===== config.mk =====
export PLATFORM = sky130hd
export DESIGN_NAME = usp_port
export DESIGN_NICKNAME = d
export VERILOG_FILES = /design/src/design/usp_pkg.sv /design/src/design/usp_port.sv /design/src/design/usp_sync.sv
export SDC_FILE = /design/constraint.sdc
export NUM_CORES = 1
export LEC_CHECK = 0
export ABC_AREA = 1
export BUFFER_PORTS_ARGS = -buffer_cell sky130_fd_sc_hd__buf_2
export CORE_MARGIN = 2
export CORE_UTILIZATION = 40
export DETAILED_ROUTE_END_ITERATION = 10
export SYNTH_ARGS = -nofsm -noshare
export SYNTH_HDL_FRONTEND = slang
export SYNTH_SLANG_ARGS = --single-unit

===== constraint.sdc =====
create_clock -name clk_in -period 3.6 [get_ports clk_in]
set_input_delay 0 -clock clk_in [delete_from_list [all_inputs] [get_ports clk_in]]
set_output_delay 0 -clock clk_in [all_outputs]
set_load 0.05 [all_outputs]

===== src/design/usp_pkg.sv =====
// What this block does
// - transmit line stays high when disabled, idle, or in local loopback.
// - characters leave lsb first, line changes on falling serial clock edge.
// - received characters arrive and are assembled lsb first.
// - stopped port clock restarts on any receive line transition.
// - send request output driven from rts_manual or receive activity, optionally from receive queue fill.
package usp_pkg;
    localparam int          USP_DATA_BITS   = 8;
    localparam int          USP_OVERSAMPLE  = 16;
    localparam int          USP_HALF_OS     = USP_OVERSAMPLE / 2;
    localparam int          USP_QUEUE_DEPTH = 8;
    localparam int          USP_PTR_W       = $clog2(USP_QUEUE_DEPTH);
    localparam int          USP_CNT_W       = USP_PTR_W + 1;
    localparam logic [15:0] USP_DIV_RESET   = 16'h001b;
    localparam logic [USP_CNT_W-1:0] USP_RTS_HIGH_RESET = 4'h6;
    localparam logic [USP_CNT_W-1:0] USP_RTS_LOW_RESET  = 4'h2;

    typedef logic [USP_DATA_BITS-1:0] usp_byte_t;

    typedef struct packed {
        logic      tx_enable;
        logic      rx_enable;
        logic      loopback;
        logic      power_down;
        logic      rts_auto;
        logic      rts_manual;
        logic      cts_enable;
        logic      two_stop;
        logic [15:0] divisor;
        logic [USP_CNT_W-1:0] rts_high;
        logic [USP_CNT_W-1:0] rts_low;
    } usp_cfg_s;

    typedef struct packed {
        logic      valid;
        usp_byte_t data;
    } usp_char_s;

    typedef struct packed {
        logic      frame_err;
        logic      overrun;
        logic      clk_running;
        logic      tx_busy;
        logic [USP_CNT_W-1:0] fill;
    } usp_status_s;
endpackage : usp_pkg


===== src/design/usp_port.sv =====
`timescale 1ns/10ps
module usp_port
    import usp_pkg::*;
(
    // clock and reset
    input  wire logic                clk_in,
    input  wire logic                sys_rst_in,
    // configuration
    input  wire usp_pkg::usp_cfg_s   cfg_in,
    // transmit request
    input  wire usp_pkg::usp_char_s  tx_char_in,
    output logic                     tx_ready_out,
    // receive queue read
    input  wire logic                rx_pop_in,
    output usp_pkg::usp_char_s       rx_char_out,
    output usp_pkg::usp_status_s     status_out,
    // serial pins
    output logic                     serial_tx_line_out,
    input  wire logic                serial_rx_line_in,
    input  wire logic                send_permit_in,
    output logic                     send_request_out
);
    import usp_pkg::*;

    // ****************************************
    // state
    // ****************************************
    typedef enum logic [3:0] {
        TX_IDLE  = 4'b0001,
        TX_START = 4'b0010,
        TX_DATA  = 4'b0100,
        TX_STOP  = 4'b1000
    } usp_tx_e;

    typedef enum logic [3:0] {
        RX_IDLE  = 4'b0001,
        RX_START = 4'b0010,
        RX_DATA  = 4'b0100,
        RX_STOP  = 4'b1000
    } usp_rx_e;

    typedef struct packed {
        logic        clk_run;
        logic        rx_prev;
        logic [15:0] div_cnt;
        logic [3:0]  os_cnt;
        logic        tick_phase;
        usp_tx_e     tx_st;
        logic [3:0]  tx_os;
        logic [3:0]  tx_bit;
        usp_byte_t   tx_sh;
        logic        tx_line;
        logic        tx_ready;
        logic        tx_busy;
        usp_rx_e     rx_st;
        logic [3:0]  rx_os;
        logic [3:0]  rx_bit;
        usp_byte_t   rx_sh;
        logic [USP_PTR_W-1:0] wr_ptr;
        logic [USP_PTR_W-1:0] rd_ptr;
        logic [USP_CNT_W-1:0] fill;
        usp_char_s   rd_char;
        logic        rts;
        logic        frame_err;
        logic        overrun;
    } usp_state_s;

    usp_state_s st_q;
    usp_state_s st_d;
    usp_byte_t  queue_mem [USP_QUEUE_DEPTH];
    logic       rx_lvl;
    logic       cts_lvl;
    logic       os_tick;
    logic       bit_fall;
    logic       push;

    // ****************************************
    // pin synchronisers
    // ****************************************
    usp_sync #(.RESET_VAL(1'b1)) u_rx_sync (
        .clk_in     (clk_in),
        .sys_rst_in (sys_rst_in),
        .pin_in     (serial_rx_line_in),
        .level_out  (rx_lvl)
    );

    usp_sync #(.RESET_VAL(1'b0)) u_cts_sync (
        .clk_in     (clk_in),
        .sys_rst_in (sys_rst_in),
        .pin_in     (send_permit_in),
        .level_out  (cts_lvl)
    );

    // ****************************************
    // next state
    // ****************************************
    always_comb
    begin
        st_d       = st_q;
        os_tick    = 1'b0;
        bit_fall   = 1'b0;
        push       = 1'b0;
        st_d.rx_prev = rx_lvl;
        // power-down gates the serial clock; rx edge wakes it
        if (cfg_in.power_down && !st_q.clk_run && (rx_lvl != st_q.rx_prev))
        begin
            st_d.clk_run = 1'b1;
        end
        else if (cfg_in.power_down && st_q.tx_st == TX_IDLE && st_q.rx_st == RX_IDLE)
        begin
            st_d.clk_run = st_q.clk_run && !rx_lvl;
        end
        else if (!cfg_in.power_down)
        begin
            st_d.clk_run = 1'b1;
        end
        if (st_q.clk_run)
        begin
            if (st_q.div_cnt >= cfg_in.divisor)
            begin
                st_d.div_cnt = 16'h0000;
                os_tick      = 1'b1;
            end
            else
            begin
                st_d.div_cnt = st_q.div_cnt + 16'h0001;
            end
        end
        // serial clock falls at the bit boundary
        if (os_tick)
        begin
            st_d.tx_os = st_q.tx_os + 4'h1;
            bit_fall   = (st_q.tx_os == 4'(USP_OVERSAMPLE - 1));
        end
        // transmitter
        unique case (st_q.tx_st)
            TX_IDLE:
            begin
                st_d.tx_line  = 1'b1;
                st_d.tx_ready = cfg_in.tx_enable && !cfg_in.loopback;
                if (tx_char_in.valid && st_q.tx_ready && (cts_lvl || !cfg_in.cts_enable))
                begin
                    st_d.tx_sh    = tx_char_in.data;
                    st_d.tx_ready = 1'b0;
                    st_d.tx_st    = TX_START;
                end
            end
            TX_START:
            begin
                if (bit_fall)
                begin
                    st_d.tx_line = 1'b0;
                    st_d.tx_bit  = 4'h0;
                    st_d.tx_st   = TX_DATA;
                end
            end
            TX_DATA:
            begin
                if (bit_fall)
                begin
                    st_d.tx_line = st_q.tx_sh[0];
                    st_d.tx_sh   = st_q.tx_sh >> 1;
                    st_d.tx_bit  = st_q.tx_bit + 4'h1;
                    if (st_q.tx_bit == 4'(USP_DATA_BITS))
                    begin
                        st_d.tx_line = 1'b1;
                        st_d.tx_bit  = 4'h0;
                        st_d.tx_st   = TX_STOP;
                    end
                end
            end
            TX_STOP:
            begin
                if (bit_fall)
                begin
                    st_d.tx_bit = st_q.tx_bit + 4'h1;
                    if (st_q.tx_bit >= {3'h0, cfg_in.two_stop})
                    begin
                        st_d.tx_st = TX_IDLE;
                    end
                end
            end
        endcase
        st_d.tx_busy = (st_d.tx_st != TX_IDLE);
        // receiver, sampled mid-bit
        unique case (st_q.rx_st)
            RX_IDLE:
            begin
                if (cfg_in.rx_enable && !rx_lvl && st_q.clk_run)
                begin
                    st_d.rx_os = 4'h0;
                    st_d.rx_st = RX_START;
                end
            end
            RX_START:
            begin
                if (os_tick)
                begin
                    st_d.rx_os = st_q.rx_os + 4'h1;
                    if (st_q.rx_os == 4'(USP_HALF_OS - 1))
                    begin
                        st_d.rx_os  = 4'h0;
                        st_d.rx_bit = 4'h0;
                        st_d.rx_st  = rx_lvl ? RX_IDLE : RX_DATA;
                    end
                end
            end
            RX_DATA:
            begin
                if (os_tick)
                begin
                    st_d.rx_os = st_q.rx_os + 4'h1;
                    if (st_q.rx_os == 4'(USP_OVERSAMPLE - 1))
                    begin
                        st_d.rx_sh  = {rx_lvl, st_q.rx_sh[USP_DATA_BITS-1:1]};
                        st_d.rx_bit = st_q.rx_bit + 4'h1;
                        if (st_q.rx_bit == 4'(USP_DATA_BITS - 1))
                        begin
                            st_d.rx_st = RX_STOP;
                        end
                    end
                end
            end
            RX_STOP:
            begin
                if (os_tick)
                begin
                    st_d.rx_os = st_q.rx_os + 4'h1;
                    if (st_q.rx_os == 4'(USP_OVERSAMPLE - 1))
                    begin
                        st_d.frame_err = st_q.frame_err || !rx_lvl;
                        push           = rx_lvl;
                        st_d.rx_st     = RX_IDLE;
                    end
                end
            end
        endcase
        // receive queue; overrun is set here, frame_err in the receiver, and both sticky flags clear only on reset
        st_d.rd_char.valid = 1'b0;
        if (rx_pop_in && st_q.fill != '0)
        begin
            st_d.rd_char.valid = 1'b1;
            st_d.rd_char.data  = queue_mem[st_q.rd_ptr];
            st_d.rd_ptr        = st_q.rd_ptr + 1'b1;
        end
        if (push && st_q.fill == USP_CNT_W'(USP_QUEUE_DEPTH))
        begin
            st_d.overrun = 1'b1;
            push         = 1'b0;
        end
        if (push)
        begin
            st_d.wr_ptr = st_q.wr_ptr + 1'b1;
        end
        st_d.fill = st_q.fill + USP_CNT_W'(push) - USP_CNT_W'(st_d.rd_char.valid);
        // request-to-send, with hysteresis on fill level
        if (cfg_in.rts_auto)
        begin
            if (st_d.fill >= cfg_in.rts_high)
            begin
                st_d.rts = 1'b0;
            end
            else if (st_d.fill <= cfg_in.rts_low)
            begin
                st_d.rts = cfg_in.rx_enable;
            end
        end
        else
        begin
            st_d.rts = cfg_in.rts_manual || (cfg_in.rx_enable && st_q.rx_st != RX_IDLE);
        end
    end

    // ****************************************
    // registers
    // ****************************************
    always_ff @(posedge clk_in or posedge sys_rst_in)
    begin
        if (sys_rst_in)
        begin
            st_q          <= '0;
            st_q.clk_run  <= 1'b1;
            st_q.rx_prev  <= 1'b1;
            st_q.tx_st    <= TX_IDLE;
            st_q.rx_st    <= RX_IDLE;
            st_q.tx_line  <= 1'b1;
        end
        else
        begin
            st_q <= st_d;
        end
    end

    always_ff @(posedge clk_in)
    begin
        if (push)
        begin
            queue_mem[st_q.wr_ptr] <= st_q.rx_sh;
        end
    end

    // ****************************************
    // outputs
    // ****************************************
    assign serial_tx_line_out     = st_q.tx_line;
    assign send_request_out       = st_q.rts;
    assign tx_ready_out           = st_q.tx_ready;
    assign rx_char_out            = st_q.rd_char;
    assign status_out.frame_err   = st_q.frame_err;
    assign status_out.overrun     = st_q.overrun;
    assign status_out.clk_running = st_q.clk_run;
    assign status_out.tx_busy     = st_q.tx_busy;
    assign status_out.fill        = st_q.fill;
endmodule : usp_port


===== src/design/usp_sync.sv =====
`timescale 1ns/10ps
module usp_sync
    import usp_pkg::*;
#(
    parameter logic RESET_VAL = 1'b1
)(
    // clock and reset
    input  wire logic clk_in,
    input  wire logic sys_rst_in,
    // pin
    input  wire logic pin_in,
    output logic      level_out
);
    typedef struct packed {
        logic s1;
        logic s2;
        logic s3;
        logic lvl;
    } usp_sync_s;

    usp_sync_s st_q;
    usp_sync_s st_d;

    always_comb
    begin
        st_d    = st_q;
        st_d.s1 = pin_in;
        st_d.s2 = st_q.s1;
        st_d.s3 = st_q.s2;
        if (st_q.s2 == st_q.s3)
        begin
            st_d.lvl = st_q.s3;
        end
    end

    always_ff @(posedge clk_in or posedge sys_rst_in)
    begin
        if (sys_rst_in)
        begin
            st_q <= {RESET_VAL, RESET_VAL, RESET_VAL, RESET_VAL};
        end
        else
        begin
            st_q <= st_d;
        end
    end

    assign level_out = st_q.lvl;
endmodule : usp_sync


==> results.sh <==
export IMPL_port_buffers=65
export IMPL_clk_latency_ps=430
export IMPL_diodes=0
export IMPL_status="finished, violations left"
export IMPL_die_area_um2=20000
export IMPL_p_leak_nw=4.21
export IMPL_critPathMaxFanout=3
export IMPL_wl_met1_um=7270
export IMPL_synth_edff_count=64
export IMPL_cts_root_buffer="clkbuf_16"
export IMPL_antenna_found_initial=0
export IMPL_worstSetupEndpointType="register"
export IMPL_finalCritPeriodShare_pct=104
export IMPL_fin_ws_ps=-135
export IMPL_syn_num_nets=864
export IMPL_postRouteAntennaNets=0
export IMPL_multiInputGateArea_um2=2810
export IMPL_grt_usage_pct=15.9
export IMPL_final_area_um2=9150
export IMPL_finalSetupViolCount=1
export IMPL_critPathRequiredTime_ps=3910
export IMPL_die_y_um=141
export IMPL_fill_cells=1701
export IMPL_drive_gt1_share_pct=19.9
export IMPL_final_nets=968
export IMPL_place_hpwl_um=9930
export IMPL_yosysUniqueCellTypes=45
export IMPL_wl_per_cell_um=13.1
export IMPL_dp_slack_ps=-206
export IMPL_grt_max_degree=75
export IMPL_drv_slew=0
export IMPL_power_density_nw_per_um2=681
export IMPL_die_w_um=141
export IMPL_violations="setup timing"
export IMPL_ir_worst_vdd_mv=0.366
export IMPL_drt_iter0_markers=272
export IMPL_drc_errors=0
export IMPL_wl_met2_um=6750
export IMPL_finalHoldViolCount=0
export IMPL_syn_inst=778
export IMPL_rsz0062_at_grt="true"
export IMPL_instances_no_fill=1129
export IMPL_grt_ovfl_total=0
export IMPL_cp_num_buf_inv=4
export IMPL_critPathKind="reg -> reg"
export IMPL_worst_path_max_delay_cell="fa_1"
export IMPL_num_io_pins=66
export IMPL_synthFlopType="dfrtp_1"
export IMPL_cap_violations=0
export IMPL_regArea_um2=4210
export IMPL_dpl_cell_count=1077
export IMPL_cts_tree="yes"
export IMPL_coreArea_um2=18600
export IMPL_slowest_delay_ps=510
export IMPL_path_clk_slew_ps=70
export IMPL_fin_crit_ps=3730
export IMPL_cts_sinks=155
export IMPL_cp_arrival_ps=4040
export IMPL_max_freq_ghz=0.268
export IMPL_finalWirelength_um=14700
export IMPL_gp_congestion=0.792
export IMPL_fin_skew_ps=13.2
export IMPL_area_growth_pct=21.3
export IMPL_critical_path_top_delay_family="adder cells"
export IMPL_drt_pass1_iterations=5
export IMPL_synth_seq_cells=155
export IMPL_start_kind="register"
export IMPL_avgSynthCellArea_um2=9.70
export IMPL_async_flop_share_pct=58.7
export IMPL_dr_max_layer_used="met4"
export IMPL_vias_per_cell=4.82
export IMPL_grt_pass1_wl_um=25600
export IMPL_first_global_vias=5424
export IMPL_netlist_area_um2=7540
export IMPL_rows=50
export IMPL_tightest_slew_ps=979
export IMPL_dr_total_vias=5442
export IMPL_relSlewSlack_pct=34.8
export IMPL_hold_class="in -> reg"
export IMPL_cts_buffers=17
export IMPL_wl_met3_um=492
export IMPL_h_tree_depth=4
export IMPL_placed_area_um2=8220
export IMPL_ys_warnings_count=0
export IMPL_cts_path_max_buffers=2
export IMPL_initial_core_util_pct=40.6
export IMPL_yosysSeqAreaShare_pct=55.8
[power breakdown]
group | switching [W] | total [W] | internal, W
clock network | 0.000834 | 0.00184 | 0.00101
logic | 0.00136 | 0.00213 | 0.000775
registers | 0.000171 | 0.00226 | 0.00209
total | 0.00236 | 0.00623 | 0.00387
[final cells by class]
class                      instances  area share, %
inverter                         116           4.81
tap                              234           3.20
multi-input combinational        473           30.7
sequential                       155           46.0
timing repair buffer             119           8.48
clock buffer                      17           4.65
clock inverter                    15           2.12
[stage by stage]
step	util (%)	TNS [ps]	hold slack, ps	power, W
2_1_floorplan	-	-116	4.48	0.00386
3_3_place_gp	44.3	-117	108	0.00428
3_5_place_dp	44.3	-206	110	0.00431
4_1_cts	48.7	-188	23.2	0.00621
5_1_grt	49.2	-414	83.8	0.00670
6_report	49.2	-135	61.1	0.00623
[repair_timing]
item	CTS	global route
endpoints found under the hold margin	78	0
buffers inserted	0	2
resized for setup	3	19
pin swaps	0	16
hold buffers	18	0
endpoints found under the setup margin	1	1
[worst reg2reg max path, delay by kind of cell (launching register included)]
| family | cells | cell delay [ps] |
|---|---|---|
| buffers and inverters | 4 | 190 |
| AOI/OAI and AO/OA | 5 | 510 |
| DFF | 1 | 410 |
| and+or+nand+nor | 13 | 1130 |
| adders and majority gates | 5 | 1370 |
[per-layer routing]
metal,up-vias,global-route usage [%]
li1,2801,-
met1,2521,21.6
met2,100,25.5
met3,20,3.17
met4,0,5.42
met5,-,0
[cells in the final DEF, fill, tap and decap left out, types with 17 or more instances in the layout]
cell type,instances
ha_1,33
edfxtp_1,64
clkbuf_16,17
dlygate4sd3_1,18
nand2_1,102
dfrtp_1,82
inv_1,109
nand3_1,26
nor2_1,91
o21ai_0,76
buf_4,36
buf_2,65
a21oi_1,23
[path summary, 6_finish.rpt]
| check | slack [ps] | cells after the start | endpoint | start |
|---|---|---|---|---|
| worst max-delay path | -130 | 27 | send_request_out | st_q[77] |
| worst min register to register | 360 | 0 | u_cts_sync.st_d[1] | u_cts_sync.st_d[2] |
| min in group asynchronous | 330 | 3 | st_q[85] | sys_rst_in |
| worst min-delay path | 60 | 4 | rx_char_out[8] | rx_pop_in |
| max in group asynchronous | 2490 | 4 | status_out[1] | sys_rst_in |
| worst max register to register | -130 | 27 | send_request_out | st_q[77] |
[cells by family (layout without fill, tap and decap cells)]
kind of cell    Yosys count  count (layout)  synth area share (%)
fa+ha+maj                42              42                  7.00
flops                   155             155                  55.8
simple gates            264             264                  15.2
xor+xnor                 18              18                  2.09
compound gates          149             149                  11.5
buf+inv                 150             267                  8.36
[Yosys cell counts (4+ instances only)]
cell type	count	share of area, %
clkbuf_1	14	0.70
nand2_1	106	5.3
o221ai_1	8	0.93
inv_1	113	5.6
nand4_1	11	0.91
dfrtp_1	82	27
ha_1	39	6.5
o21ai_0	78	5.2
a21oi_1	24	1.6
nand3_1	26	1.7
nor2_1	93	4.6
edfxtp_1	64	25
o21ai_1	7	0.46
nor3_1	7	0.46
o211ai_1	8	0.80
o22ai_1	9	0.75
dfstp_2	9	3.1
buf_4	17	1.7
nand2_2	6	0.50
xor2_1	13	1.5
a31oi_1	4	0.33
xnor2_1	5	0.58
[registers in the layout, indices dropped and copies added, names as in the netlist]
name and flops:
queue_mem 64, st_q 63, rx_char_out 9, status_out 8, u_cts_sync.st_d 2, u_rx_sync.st_d 2, send_request_out 1, serial_tx_line_out 1
tx_ready_out 1, u_cts_sync.level_out 1, u_cts_sync.st_q 1, u_rx_sync.level_out 1, u_rx_sync.st_q 1
No activity file was read; power rests on OpenSTA's default activity.
